`src/logic/legacy_display_compat_defines.vh`:
```
// Port addresses, field positions and reset values of the legacy compatibility registers
`ifndef LEGACY_DISPLAY_COMPAT_DEFINES_VH
`define LEGACY_DISPLAY_COMPAT_DEFINES_VH

`define PORT_MONO_RASTER_STATUS 10'h3BA
`define PORT_MONO_GRAPHICS_PAGE_CTRL 10'h3BF
`define PORT_COLOR_GRAPHICS_OPERATION 10'h3D8
`define PORT_COLOR_GRAPHICS_COLOR_SELECT 10'h3D9
`define PORT_COLOR_RASTER_STATUS 10'h3DA
`define PORT_EXTENDED_400_LINE_MODE 10'h3DE

// mono_graphics_page_ctrl
`define MGP_ENABLE_GRAPHICS 0
`define MGP_UPPER_PAGE 1
// color_graphics_operation
`define CGO_COLUMNS_80 0
`define CGO_GRAPHICS_320 1
`define CGO_VIDEO_ENABLE 3
`define CGO_BW_GRAPHICS_640 4
`define CGO_BLINK_ENABLE 5
// color_graphics_color_select
`define CCS_BLUE 0
`define CCS_GREEN 1
`define CCS_RED 2
`define CCS_INTENSITY 3
`define CCS_ALT_SET 4
`define CCS_COLOR_SET 5
// extended_400_line_mode
`define EXT_LINES_400 0
`define EXT_CHAR_SET 2
`define EXT_PAGE_SELECT 3
`define EXT_UNDERLINE_WHITE 6
// mono_raster_status
`define MRS_DISPLAY_INACTIVE 0
`define MRS_VIDEO_STATUS 3
`define MRS_VSYNC_INACTIVE 7
// color_raster_status
`define CRS_DISPLAY_INACTIVE 0
`define CRS_PEN_LATCH 1
`define CRS_PEN_SWITCH 2
`define CRS_VSYNC_ACTIVE 3

`define RESET_MGP 8'h00
`define RESET_CGO 8'h00
`define RESET_CCS 8'h00
`define RESET_EXT 8'h00

`endif

```
`src/logic/legacy_display_compat_regs.v`:
```
// Legacy display compatibility register bank reached by host I/O port cycles
//
// How it works
// - Upper-page bit clear maps out host access to the B800:0H page.
// - Graphics-enable bit permits graphics; mode register override at 3B8 gates it.
// - Blink bit enables character blinking when set, disabled when clear.
// - Black-and-white graphics bit selects 640 by 200 two-colour graphics.
// - Video-enable bit clear deactivates video; host clears it during mode changes.
// - Text/graphics bit selects alpha at 0, 320 by 200 graphics at 1.
// - Lowest operation bit selects 40x25 text at 0, 80x25 at 1.
// - Colour-set bit picks green/red/brown or cyan/magenta/white palette.
// - Alternate-set bit: alpha background at 0, alternate graphics set at 1.
// - Intensity bit intensifies border/background, or gives intensified foreground at 640.
// - Green and blue bits add colour to border, background or foreground.
// - Mono status top bit reads 0 during vertical retrace, else 1.
// - Mono status video bit reads 1 when monochrome video is enabled.
// - Both status registers read lowest bit 0 during active display.
// - Colour status retrace bit reads 1 during vertical retrace.
// - Colour status switch bit reads 0 closed, 1 open.
// - Colour status latch bit reads 1 while light-pen latch is set.
// - Extended 400-line mode register clears all bits on reset.
// - Extended register responds only when video_select_register bit 7 is set.
// - Underline bit: blue foreground at 0, white underlined at 1.
// - Page-select bit starts 200-line display page at B800:0H or BC00:0H.
// - Character-set bit takes font from plane 2 or plane 3.
// - All compatibility registers accept port cycles only when video_select_register bit 6 is set; colour-select and extended outputs ignore it.
// - Lowest extended bit selects 200-line paired or 400-line graphics.
`timescale 1ns/100ps
`include "legacy_display_compat_defines.vh"

module legacy_display_compat_regs
#(
    parameter ADDR_WIDTH = 10
)
(
    input wire i_mclk,
    input wire i_srst,
    input wire [ADDR_WIDTH-1:0] i_io_addr,
    input wire i_io_wr,
    input wire i_io_rd,
    input wire [7:0] i_io_wdata,
    output reg [7:0] o_io_rdata,
    output wire o_io_rd_hit,
    input wire i_compat_mode,
    input wire i_ext_mode_enable,
    input wire i_mode_override,
    input wire i_vsync,
    input wire i_display_enable,
    input wire i_mono_video_on,
    input wire i_pen_switch_closed,
    input wire i_pen_latch_set,
    output reg o_upper_page_access,
    output reg o_graphics_enable,
    output reg o_blink_enable,
    output reg o_bw_graphics_640,
    output reg o_video_enable,
    output reg o_graphics_320,
    output reg o_text_80_columns,
    output reg o_color_set_cyan,
    output reg o_alt_color_set,
    output reg o_intensity,
    output reg [2:0] o_border_rgb,
    output reg [3:0] o_background_irgb,
    output reg [3:0] o_foreground_irgb,
    output reg o_underline_white,
    output reg o_page_bc00,
    output reg o_font_plane3,
    output reg o_lines_400
);

////////////////////////////////////////////////////////////////////////////////
// Decode

function hit;
    input [ADDR_WIDTH-1:0] addr;
    input [9:0] port;
    begin
        hit = (addr == port[ADDR_WIDTH-1:0]);
    end
endfunction

reg [7:0] mono_graphics_page_ctrl;
reg [7:0] color_graphics_operation;
reg [7:0] color_graphics_color_select;
reg [7:0] extended_400_line_mode;

wire wr_mgp = i_io_wr && i_compat_mode && hit(i_io_addr, `PORT_MONO_GRAPHICS_PAGE_CTRL);
wire wr_cgo = i_io_wr && i_compat_mode && hit(i_io_addr, `PORT_COLOR_GRAPHICS_OPERATION);
wire wr_ccs = i_io_wr && i_compat_mode
    && hit(i_io_addr, `PORT_COLOR_GRAPHICS_COLOR_SELECT);
// Both strap bits must be up before the extended register listens
wire wr_ext = i_io_wr && i_compat_mode && i_ext_mode_enable
    && hit(i_io_addr, `PORT_EXTENDED_400_LINE_MODE);
wire rd_mono = i_compat_mode && hit(i_io_addr, `PORT_MONO_RASTER_STATUS);
wire rd_color = i_compat_mode && hit(i_io_addr, `PORT_COLOR_RASTER_STATUS);

// Write-only ports never claim a read, so another device may answer
assign o_io_rd_hit = i_io_rd && (rd_mono || rd_color);

////////////////////////////////////////////////////////////////////////////////
// Registers

always @(posedge i_mclk)
begin
    if (i_srst)
    begin
        mono_graphics_page_ctrl <= `RESET_MGP;
        color_graphics_operation <= `RESET_CGO;
        color_graphics_color_select <= `RESET_CCS;
        extended_400_line_mode <= `RESET_EXT;
    end
    else
    begin
        if (wr_mgp)
            mono_graphics_page_ctrl <= {6'h00, i_io_wdata[1:0]};
        if (wr_cgo)
            color_graphics_operation <= {2'h0, i_io_wdata[5:0]};
        if (wr_ccs)
            color_graphics_color_select <= {2'h0, i_io_wdata[5:0]};
        if (wr_ext)
            extended_400_line_mode <= i_io_wdata & 8'h4D;
    end
end

////////////////////////////////////////////////////////////////////////////////
// Status read data, registered one cycle after the strobe

reg [7:0] next_rdata;

always @*
begin
    next_rdata = 8'h00;
    if (rd_mono)
    begin
        next_rdata[`MRS_VSYNC_INACTIVE] = ~i_vsync;
        next_rdata[`MRS_VIDEO_STATUS] = i_mono_video_on;
        next_rdata[`MRS_DISPLAY_INACTIVE] = ~i_display_enable;
    end
    else if (rd_color)
    begin
        next_rdata[`CRS_VSYNC_ACTIVE] = i_vsync;
        next_rdata[`CRS_PEN_SWITCH] = ~i_pen_switch_closed;
        next_rdata[`CRS_PEN_LATCH] = i_pen_latch_set;
        next_rdata[`CRS_DISPLAY_INACTIVE] = ~i_display_enable;
    end
end

always @(posedge i_mclk)
begin
    if (i_srst)
        o_io_rdata <= 8'h00;
    else if (i_io_rd)
        o_io_rdata <= next_rdata;
end

////////////////////////////////////////////////////////////////////////////////
// Mode and colour outputs

reg cgo_blink, cgo_bw, cgo_video, cgo_g320, cgo_c80;
reg cs_i, cs_r, cs_g, cs_b;
reg [3:0] next_bg, next_fg;
reg [2:0] next_border;

always @*
begin
    cgo_blink = color_graphics_operation[`CGO_BLINK_ENABLE];
    cgo_bw = color_graphics_operation[`CGO_BW_GRAPHICS_640];
    cgo_video = color_graphics_operation[`CGO_VIDEO_ENABLE];
    cgo_g320 = color_graphics_operation[`CGO_GRAPHICS_320];
    cgo_c80 = color_graphics_operation[`CGO_COLUMNS_80];
    cs_i = color_graphics_color_select[`CCS_INTENSITY];
    cs_r = color_graphics_color_select[`CCS_RED];
    cs_g = color_graphics_color_select[`CCS_GREEN];
    cs_b = color_graphics_color_select[`CCS_BLUE];
    next_border = 3'h0;
    next_bg = 4'h0;
    next_fg = 4'hF;
    if (cgo_bw)
    begin
        // 640 mode: the select bits paint the foreground on black
        next_fg = {cs_i, cs_r, cs_g, cs_b};
    end
    else if (cgo_g320)
    begin
        next_bg = {cs_i, cs_r, cs_g, cs_b};
        next_border = {cs_r, cs_g, cs_b};
    end
    else
    begin
        next_border = {cs_r, cs_g, cs_b};
    end
end

always @(posedge i_mclk)
begin
    if (i_srst)
    begin
        o_upper_page_access <= 1'b0;
        o_graphics_enable <= 1'b0;
        o_blink_enable <= 1'b0;
        o_bw_graphics_640 <= 1'b0;
        o_video_enable <= 1'b0;
        o_graphics_320 <= 1'b0;
        o_text_80_columns <= 1'b0;
        o_color_set_cyan <= 1'b0;
        o_alt_color_set <= 1'b0;
        o_intensity <= 1'b0;
        o_border_rgb <= 3'h0;
        o_background_irgb <= 4'h0;
        o_foreground_irgb <= 4'hF;
        o_underline_white <= 1'b0;
        o_page_bc00 <= 1'b0;
        o_font_plane3 <= 1'b0;
        o_lines_400 <= 1'b0;
    end
    else
    begin
        o_upper_page_access <= i_compat_mode
            && mono_graphics_page_ctrl[`MGP_UPPER_PAGE];
        // Override low forces alpha regardless of the graphics bit
        o_graphics_enable <= i_compat_mode && i_mode_override
            && mono_graphics_page_ctrl[`MGP_ENABLE_GRAPHICS];
        o_blink_enable <= i_compat_mode && cgo_blink;
        o_bw_graphics_640 <= i_compat_mode && cgo_bw;
        o_video_enable <= i_compat_mode && cgo_video;
        o_graphics_320 <= i_compat_mode && cgo_g320;
        o_text_80_columns <= i_compat_mode && cgo_c80;
        o_color_set_cyan <= color_graphics_color_select[`CCS_COLOR_SET];
        o_alt_color_set <= color_graphics_color_select[`CCS_ALT_SET];
        o_intensity <= cs_i && !cgo_bw;
        o_border_rgb <= next_border;
        o_background_irgb <= next_bg;
        o_foreground_irgb <= next_fg;
        o_underline_white <= extended_400_line_mode[`EXT_UNDERLINE_WHITE];
        o_page_bc00 <= extended_400_line_mode[`EXT_PAGE_SELECT];
        o_font_plane3 <= extended_400_line_mode[`EXT_CHAR_SET];
        o_lines_400 <= extended_400_line_mode[`EXT_LINES_400];
    end
end

endmodule // legacy_display_compat_regs

```
`config.mk`:
```
export PLATFORM = sky130hd
export DESIGN_NAME = legacy_display_compat_regs
export DESIGN_NICKNAME = d
export VERILOG_FILES = /design/src/logic/legacy_display_compat_regs.v
export VERILOG_INCLUDE_DIRS = /design/src /design/src/logic
export SDC_FILE = /design/constraint.sdc
export NUM_CORES = 1
export LEC_CHECK = 0
export BUFFER_PORTS_ARGS = -buffer_cell sky130_fd_sc_hd__buf_2
export CORE_UTILIZATION = 43
export CTS_CLUSTER_SIZE = 40
export DETAILED_ROUTE_END_ITERATION = 10
export GPL_ROUTABILITY_DRIVEN = 0
export PLACE_DENSITY = 0.74
export RECOVER_POWER = 100
export SLEW_MARGIN = 20
export SYNTH_ARGS = -nofsm -noshare
export SYNTH_HDL_FRONTEND = slang
export SYNTH_SLANG_ARGS = --single-unit
```
`constraint.sdc`:
```
create_clock -name i_mclk -period 1.1 [get_ports i_mclk]
set_input_delay 0.055 -clock i_mclk [delete_from_list [all_inputs] [get_ports i_mclk]]
set_output_delay 0.055 -clock i_mclk [all_outputs]
set_load 0.01 [all_outputs]
```
### After elaboration in Yosys (flattened, before gate mapping)

Index checks and enable logic that the tools add are counted.

| storage, ports and cells | value |
|---|---|
| flip-flop bits (word level) | 48 |
| bits of input ports | 30 |
| output and inout bits | 34 |
| logic and storage cells | 61 |

| cells by class | value |
|---|---|
| equal/unequal tests | 6 |
| muxes and demuxes | 5 |
| bitwise gates (word level) | 5 |
| reduce and logical (&&, ||, !) cells | 23 |

Operators by type and width:

| kind | number |
|---|---|
| equality test 10 bit, second input constant | 6 |
| logical AND 1 bit | 18 |
| inverter 1 bit | 5 |
| two-way mux 4 bit | 1 |
| OR reduction 2 bit | 2 |
| two-way mux 1 bit | 3 |
| OR reduction 3 bit | 1 |
| two-way mux 2 bit | 1 |
| zero test 1 bit | 1 |
| logical OR 1 bit | 1 |

### Logic depth before layout (Yosys ltp)

Gate-level depths: netlist of the first run.

| depth | value |
|---|---|
| word-level depth | 4 |
| depth in mapped cells | 4 |
| depth with buffers taken out | 4 |

### Worst setup path after synthesis of the first run

OpenSTA, ideal clock, no wires.

| timing | value |
|---|---|
| kind | input-to-reg |
| start | input port i_io_addr[1] |
| end | register color_graphics_color_select[0] |
| library setup time | 0.128 ns |
| data arrival time | 1.064 ns |
| required time | 0.972 ns |
| path slack | -0.091 ns |
| stages | 4 |
| cells stage by stage | nand4b_1 -> nor4_4 -> mux2i_1 -> nor2_1 |

| on the way | value |
|---|---|
| longest elaborated chain between the ends | 2 |

RTL lines:

| item | line | RTL |
|---|---|---|
| from (decl) | legacy_display_compat_regs.v:38 | `input wire [ADDR_WIDTH-1:0] i_io_addr,` |
| equality test 10 bit | legacy_display_compat_regs.v:78 | `hit = (addr == port[ADDR_WIDTH-1:0]);` |
| logical AND 1 bit | legacy_display_compat_regs.v:89 | `wire wr_ccs = i_io_wr && i_compat_mode` |
| to (signal assigned) | legacy_display_compat_regs.v:109 | `` color_graphics_color_select <= `RESET_CCS; `` |
| to (signal assigned) | legacy_display_compat_regs.v:119 | `color_graphics_color_select <= {2'h0, i_io_wdata[5:0]};` |
| to (decl) | legacy_display_compat_regs.v:84 | `reg [7:0] color_graphics_color_select;` |

No other way between the ends.
A chain may end at the register's enable or synchronous reset.

### Final worst setup path of the first run

| timing | value |
|---|---|
| start | input port i_io_addr[1] |
| end | output port o_io_rd_hit |

| on the way | value |
|---|---|
| longest elaborated chain between the ends | 4 |

RTL lines:

| item | line | RTL |
|---|---|---|
| equality test 10 bit | legacy_display_compat_regs.v:78 |  |
| logical AND 1 bit (on tied branches) | legacy_display_compat_regs.v:94, legacy_display_compat_regs.v:95 |  |
| logical OR 1 bit (*) | legacy_display_compat_regs.v:98 | `assign o_io_rd_hit = i_io_rd && (rd_mono \|\| rd_color);` |
| logical AND 1 bit (*) | legacy_display_compat_regs.v:98 |  |
| to (decl) | legacy_display_compat_regs.v:43 | `output wire o_io_rd_hit,` |

Mark *: on every way between the ends. The rest lies on a longest branch, timed or not.

==> results of run 1 <==
-- layer usage --
layer | global-route usage, % | routed length [µm]
met1 | 19.23 | 1486
met2 | 26.60 | 1399
met3 | 5.893 | 248
met4 | 2.500 | 0
met5 | 0 | 0
-- path summary, 6_finish.rpt --
check,endpoint,slack (ns),depth (start not counted)
min,color_graphics_operation[5],0.01,3
min reg2reg,o_video_enable,0.46,1
max,o_io_rd_hit,0.04,6
max reg2reg,o_background_irgb[1],0.19,2
-- critical path, stage by stage --
cell     delay, ns
buf_2         0.09
buf_4         0.10
nand4_1       0.10
or3_4         0.41
a21oi_2       0.12
buf_2         0.14
-- area by class of cell --
cell class / instances / area share (%)
clock inverter: 1 / 0.3440
multi-input combinational: 95 / 31.36
timing repair buffer: 75 / 17.49
clock buffer: 7 / 4.415
inverter: 3 / 0.5161
sequential: 47 / 43.12
tap: 48 / 2.752
-- synth_stat cells --
master    instances
a211o_2           1
a21oi_1           6
a32oi_1           1
and2_1           10
and3_1            5
buf_1             1
buf_4             3
clkbuf_1          2
conb_1            1
dfxtp_1          47
inv_1             3
mux2i_1          17
nand2_1           2
nand2b_1          7
nand3_1           1
nand3b_4          1
nand4_1           2
nand4b_1          2
nand4b_4          1
nor2_1           19
nor2b_1           9
nor4_1            1
nor4_4            3
or3_1             2
or3_4             1
or4_4             1
-- state kept, by name, summed over array words and instances (netlist names) --
register and flops:
o_video_enable 1, o_alt_color_set 1, o_border_rgb 3, mono_graphics_page_ctrl 2
color_graphics_color_select 6, o_background_irgb 4, o_io_rdata 5, color_graphics_operation 5
o_lines_400 1, o_font_plane3 1, o_blink_enable 1, o_text_80_columns 1
o_foreground_irgb 4, o_bw_graphics_640 1, o_underline_white 1, o_graphics_enable 1
o_graphics_320 1, extended_400_line_mode 4, o_intensity 1, o_page_bc00 1
o_upper_page_access 1, o_color_set_cyan 1
-- power by group --
part	internal (mW)	switching, mW
combinational	0.0741	0.0846
clock	0.571	0.543
sequential	1.70	0.0000993
-- timing repair --
item / in CTS / in global routing
endpoints found under the setup margin: 0 / 3
gates resized for setup: 0 / 2
endpoints found under the hold margin: 2 / 1
hold buffers: 2 / 1
-- per-stage QoR --
stage                     instances  cell area (µm²)  total power [mW]  utilization [%]
after floorplan                 151             1673             1.799                -
after global placement          265             2092             1.891            56.72
after detailed placement        265             2092             1.893            56.72
after CTS                       275             2216             2.998            60.07
after global routing            276             2182             3.106            59.16
final                           276             2182             2.972            59.16
-- kinds of logic after synthesis --
family                 count (synthesis)
and+or+nand+nor                       67
muxes                                 17
other                                  1
buffers and inverters                  9
AOI/OAI and AO/OA                      8
DFF                                   47
-- layout by cell type, fill, tap and decap left out --
master / instances
a211o_2: 1
a21oi_1: 5
a21oi_2: 1
a32oi_1: 1
and2_0: 4
and2_1: 6
and3_1: 5
buf_2: 28
buf_4: 11
clkbuf_1: 31
clkbuf_2: 1
clkbuf_4: 1
clkbuf_8: 7
clkinvlp_4: 1
conb_1: 3
dfxtp_1: 47
dlygate4sd3_1: 3
inv_1: 3
mux2i_1: 17
nand2_1: 2
nand2b_1: 7
nand3_1: 1
nand3b_4: 1
nand4_1: 2
nand4b_1: 2
nand4b_4: 1
nor2_1: 19
nor2b_1: 9
nor4_2: 2
nor4_4: 2
or3_1: 2
or3_4: 1
or4_1: 1
==> results.md, run 1 <==
- Max Clock Skew: 0.003988 ns
- Sum of negative setup slack: 0 ns
- Core ar.: 0.003689 mm²
- Initial Util: 45.15%
- Yosys cell types: 26
- Root Buffer: clkbuf_8
- Global Route Usage Sum: 15.70%
- Leakage: slightly below 0.9 nW
- Status: complete, no violations
- Top post-synthesis cells by area: dfxtp_1, mux2i_1, nor2_1
- Grt total ovfl: 0
- Die height: roughly 64 µm
- Total CTS buffers: 5
- Vias in the first global route: about 1,100
- Syn Inst Count: about 150
- Initial drt markers: 28
- CTS tree: built
- Fin crit period: roughly 1.1 ns
- Row count: 22
- Post-DRT Antenna Nets: 0
- Adder-cell share of the synthesized area: 0%
- CTS H-tree lvls: 2
- XOR/XNOR Fraction of Synth Area: 0%
- DP Worst Slack: -0.2511 ns
- Die Span X: roughly 64 µm
- Hold Path Class: in2reg
- Tcrit/Tclk final: a little over nine tenths
- Final hold slack: ~0.010 ns
- Crit Path Category: in2out
- Pwr Density: approximately 1400 mW/mm²
- Routed vias: between 1,000 and 1,500
- Largest net degree at the start of global routing: 29
- DRT Pass-1 Iters: 4
- Post-CTS setup buffers: 0
- Compound-Gate Fraction of Synth Area: ~2.9%
- Hold Crit Start: i_io_wdata[5]
- PortBufs: 59
- Clock Latency Late Sink: around 0.29 ns
- Post-route setup slack: 0.03727 ns
- Warnings from Yosys: 0
- Residual DRC: 0
- Worst EP arrival: ~1.0 ns
- Storage element area: roughly 940 µm²
- Clock Tree Buf Depth: 2
- CP max FO: 4
- Netlist Area Pre-Place: approximately 0.0017 mm²
- Avg WL per Cell: 11.36 µm
- Launch point of the worst path: i_io_addr[1]
- Initial antenna violation count: 0
- Ant. Diodes: 0
- Mux contribution to synthesized area: 10.22%
- Register area share after synthesis: 56.50%
- Worst-path clk slew: roughly 0.08 ns
- Fmax: about 0.94 GHz
- Via density: 4.583
- Final wirelength: between 3000 and 4000 µm
- Syn Area/Cell: 11.18 µm²
- Fraction of the mapped netlist area in simple logic gates: 27.42%
- RSZ-0062 raised after global routing: no
- Largest family of logic cells by synthesized area: simple AND/OR/NAND/NOR gates
- MaxCap Viol Count: 0
- Fillers: ~360
- DP Wirelength: approximately 2300 µm
- Synth top area share: 56.50%
- Die Area: around 0.0041 mm²
- Io pins: 64
- Leading area contributor after synthesis: dfxtp_1
- CTS Sinks: 47
- Fin. Hold Viols: 0
- Synth-to-layout area growth: 31.03%
- Area of the multi-input gates: 684.4 µm²
- Startpoint Class: input pin
- Crit. End Element: output port
- Final Net Count: around 260
- First-pass GRT wire length: between 5000 and 6000 µm
- Fin. max-slew vios: 0
- Worst VDD drop: ~0.65 mV
- Ratio of cells with drive above 1 in the final layout: about a quarter
- Worst R2R Start: color_graphics_operation[4]
- Worst Path Required: around 1.0 ns
- Final count of negative-setup-slack endpoints: 0
- Yosys reg bits: 47
Power figures use the tool's default switching activity.
==> inputs of run 2 (changes only) <==
REMOVE_ABC_BUFFERS = 1   (was unset)
==> results.md, run 2 (synthesis gave the netlist of run 1 again) <==
- Status: complete, no violations
- Post-layout util: 59.74%
- Startpoint Class: input pin
- Max reg flops: 6
- RSZ-0062 raised after global routing: no
- Crit Path Category: in2out
- Tcrit/Tclk final: a little over nine tenths
- Core ar.: around 0.0037 mm²
- CP max stage delay: about 0.39 ns
- Clock Tree Buf Depth: 2
- CP max FO: 4
- Via density: between 4 and 5
- Fillers: 340
- Die Area: just over 0.004 mm²
- Worst EP arrival: ~0.98 ns
- Sequential power share: between 50 and 60%
- R2R depth: 2
- CTS tree: built
- Final Non-Filler Cells: about 280
- Final Net Count: about 260
- Total CTS buffers: 5
- PortBufs: 59
- Grt total ovfl: 0
- Clock Latency Late Sink: a little under 0.3 ns
- Pint: roughly 2.5 mW
- Ant. Diodes: 0
- Die height: 64.23 µm
- Max Clock Skew: 0.002041 ns
- Ratio of cells with drive above 1 in the final layout: 24.12%
- Hold Path Depth: 3
- Switch share: about 20%
- Pwr Density: around 1400 mW/mm²
- MaxCap Viol Count: 0
- Cell mode on critical path: buf_2
- Die Span X: approximately 64 µm
- Storage element area: roughly 940 µm²
- Total power: 3.048 mW
- Commonest non-fill, non-tap cell in the layout: dfxtp_1
- Residual DRC: 0
- Routed vias: approximately 1,200
- Post-cts resize count: 0
- Area of the multi-input gates: 674.4 µm²
- Combinational fraction of design power: slightly below 6%
- Fin. Hold Viols: 0
- Io pins: 64
- Row count: 22
- Crit. End Element: output port
- Crit path cell chain: buf_2, nand3b_4, or3_4, a21oi_1, buf_2
- Hold Path Class: in2reg
- First-pass GRT wire length: approximately 5300 µm
- Worst VDD drop: between 0.8 and 0.9 mV
- CTS Sinks: between 40 and 50
- DP Wirelength: 2415 µm
- Fin. max-slew vios: 0
- Fmax: between 0.9 and 1 GHz
- Synth-to-layout area growth: 32.31%
- P_sw: around 600 µW
- Vias in the first global route: about 1,200
- Clk pwr share: around two fifths
- Largest net degree at the start of global routing: 20
- Final wirelength: about 3200 µm
- Critical path's slowest cell: or3_4
- Initial antenna violation count: 0
- Leakage: slightly above 0.9 nW
- Post-DRT Antenna Nets: 0
- Fin crit period: just over 1 ns
- Root Buffer: clkbuf_8
- Worst-path clk slew: 0.08 ns
- Worst Path Required: approximately 1.0 ns
- Regs by FF count: color_graphics_color_select: 6 flops, color_graphics_operation: 5 flops, o_io_rdata: 5 flops
- DRT Pass-1 Iters: 4
- Largest reg by FF count: color_graphics_color_select
- Initial drt markers: 38
- Initial Util: 45.15%
- Placed Cells: between 200 and 300
- Avg WL per Cell: 11.73 µm
- CTS H-tree lvls: 2
- Global Route Usage Sum: around 17%
- Final count of negative-setup-slack endpoints: 0
- Commonest cells after routing, fill and taps aside: dfxtp_1, clkbuf_1, buf_2
[run 2: changes by cell type in the layout (fill, tap and decap cells not counted)]
cell	previous run	this run
a21oi_1	5	6
a21oi_2	1	0
buf_12	0	2
buf_4	11	10
bufinv_16	0	1
clkbuf_1	31	32
clkbuf_8	7	5
clkinvlp_4	1	0
nor4_1	0	1
nor4_2	2	1
[run 2: cell type report]
class	instances	share of cell area [%]
inverters	3	0.5111
well taps	48	2.726
clock buffers	6	3.294
clock inverters	1	1.363
flip-flops and latches	47	42.70
multi-input cells	95	30.61
repair buffers	76	18.80
[run 2: final timing paths]
kind	startpoint	end	slack, ns
worst min register to register	extended_400_line_mode[0]	o_lines_400	0.47
worst max register to register	color_graphics_operation[4]	o_background_irgb[0]	0.19
worst max-delay path	i_io_addr[0]	o_io_rd_hit	0.06
worst min-delay path	i_io_wdata[5]	color_graphics_operation[5]	0.02
[run 2: stage by stage]
stage / cell area [µm²] / setup slack, ns / hold WS, ns / TNS (ns)
final: 2203 / 0.06474 / 0.02045 / 0
after global routing: 2203 / 0.002284 / 0.03212 / 0
after CTS: 2257 / 0.06901 / 0.01301 / 0
after detailed placement: 2125 / -0.2187 / 0.3005 / -3.587
after global placement: 2125 / -0.1791 / 0.2925 / -3.204
after floorplan: 1639 / -0.07836 / 0.1241 / -0.6469
[run 2: per-layer routing]
layer | share of wire [%] | track usage [%]
met2 | 49 | 29.79
met5 | 0 | 0
met4 | 0 | 8.889
met1 | 45 | 19.15
met3 | 5.3 | 5.536
[run 2: power groups by stage]
stage                     Sequential (mW)  Combinational (mW)  Clock, mW
final                                1.70               0.176       1.17
after global routing                 1.70               0.193       1.29
after CTS                            1.70               0.179       1.21
after detailed placement             1.74               0.170          0
after global placement               1.74               0.168          0
after floorplan                      1.74              0.0380          0
[run 2: what timing repair did]
action                                  4_1_cts  5_1_grt
hold buffers                                  3        0
setup buffers                                 0        0
endpoints found under the hold margin         3        0
endpoints found under the setup margin        0        0
[run 2: worst max-delay path: cells and delay by family]
family,cells,cell delay (ns)
simple gates,2,0.56
buf+inv,2,0.24
compound gates,1,0.12
==> inputs of run 3 (changes only) <==
CORE_UTILIZATION = 45   (was 43)
clock period = 1 ns   (was 1.1 ns; I/O delays follow)
==> results.md, run 3 (synthesis gave the netlist of run 1 again) <==
- Die height: approximately 63 µm
- Crit. End Element: output port
- Kind of cell adding the most delay to the critical path: simple AND/OR/NAND/NOR gates
- Worst Path Required: approximately 0.95 ns
- Initial drt markers: 47
- Vias in the first global route: 1,247
- Area post-placement: between 0.002 and 0.0025 mm²
- Avg WL per Cell: between 10 and 15 µm
- Post-route setup slack: -0.01076 ns
- Buf/Inv on CP: 2
- Fin crit period: 1.011 ns
- Largest reg by FF count: color_graphics_color_select
- Synth-to-layout area growth: 34.86%
- Total CTS buffers: 5
- Sum of negative setup slack: -0.01148 ns
- Row count: 21
- Clock Tree Buf Depth: 2
- Grt total ovfl: 0
- PortBufs: 59
- Ant. Diodes: 0
- Tcrit/Tclk final: 101.1%
- Fillers: slightly above 300
- Clock Latency Late Sink: between 0.2 and 0.3 ns
- Cell mode on critical path: buf_2
- Final Non-Filler Cells: ~270
- Final hold slack: 0.005396 ns
- Worst EP arrival: about 0.96 ns
- Post-DRT Antenna Nets: 0
- Final count of negative-setup-slack endpoints: 3
- Area of the multi-input gates: around 720 µm²
- CTS Sinks: between 40 and 50
- DP Wirelength: approximately 2500 µm
- First-pass GRT wire length: approximately 5500 µm
- Status: complete, but fails checks
- Commonest cells after routing, fill and taps aside: dfxtp_1, clkbuf_1, buf_2
- Fin. Hold Viols: 0
- Placed Cells: around 260
- Core ar.: ~0.0034 mm²
- Crit path cell chain: buf_2, nand4_1, or3_4, a21oi_2, buf_2
- Ratio of cells with drive above 1 in the final layout: between 20% and 30%
- Fin. max-slew vios: 0
- Commonest non-fill, non-tap cell in the layout: dfxtp_1
- Max reg flops: 6
- Crit Path Category: in2out
- Initial antenna violation count: 0
- Startpoint Class: input pin
- Worst-path clk slew: 0.08 ns
- Via density: between 4 and 5
- Die Span X: between 60 and 70 µm
- Die Area: a little under 0.004 mm²
- CTS H-tree lvls: 2
- Initial Util: 48.38%
- Final Net Count: ~260
- CTS tree: built
- RSZ-0062 raised after global routing: yes
- Regs by FF count: color_graphics_color_select: 6 flops, color_graphics_operation: 5 flops, o_io_rdata: 5 flops
- Hold Path Class: in2reg
- Largest net degree at the start of global routing: 17
- Critical path's slowest cell: or3_4
- Io pins: 64
- MaxCap Viol Count: 0
- Routed vias: roughly 1,300
- Failing checks: setup timing
- Total power: between 3 and 4 mW
- CP max stage delay: around 0.43 ns
- Worst VDD drop: 0.7275 mV
- Residual DRC: 0
- DP Worst Slack: -0.3406 ns
- Max Clock Skew: 0.002335 ns
- Leakage: roughly 0.92 nW
- Pwr Density: around 1400 mW/mm²
- Final wirelength: approximately 3400 µm
- CP max FO: 4
- DRT Pass-1 Iters: 3
- Fmax: between 0.9 and 1 GHz
- Storage element area: 940.9 µm²
- Root Buffer: clkbuf_8
- Global Route Usage Sum: between 10% and 20%
- Post-layout util: about two thirds
- Final Cell Area: between 0.002 and 0.0025 mm²
run 3: metal layers:
layer	track usage (%)	vias up	part of all wire [%]
met5	0	-	0
met2	30.43	41	51
met4	9.302	0	1.5
met3	5.292	7	4.9
li1	-	653	-
met1	20.59	594	43
run 3: timing repair:
item,in CTS,in global routing
pin swaps,1,8
hold buffers,1,0
endpoints found under the setup margin,2,27
endpoints found under the hold margin,1,0
resized for setup,1,16
setup buffers,1,3
run 3: final cells by class:
cell class,count,share of cell area (%)
Timing Repair Buffer,76,19.00
Clock inverter,1,0.2228
Inverter,3,0.5014
Multi-Input combinational cell,95,32.14
Sequential cell,47,41.89
Clock buffer,6,3.677
Tap cell,46,2.563
run 3: worst paths after layout:
check	depth (start not counted)	start	slack (ns)	to
worst max-delay path	5	i_io_addr[1]	-0.01	o_io_rd_hit
worst min-delay path	3	i_pen_latch_set	0.005	o_io_rdata[1]
worst max register to register	2	color_graphics_operation[4]	0.16	o_background_irgb[1]
worst min register to register	1	color_graphics_operation[3]	0.46	o_video_enable
run 3: report_power, final:
| part | total [mW] | switching [mW] | internal (mW) |
|---|---|---|---|
| clock | 1.10 | 0.557 | 0.542 |
| combinational | 0.195 | 0.103 | 0.0919 |
| sequential | 1.87 | 0.000106 | 1.87 |
| total | 3.16 | 0.659 | 2.50 |
run 3: tightest hold or removal path, cell delays in order:
cell and delay, ns:
buf_2 0.08, a21oi_1 0.05, nor2_1 0.08
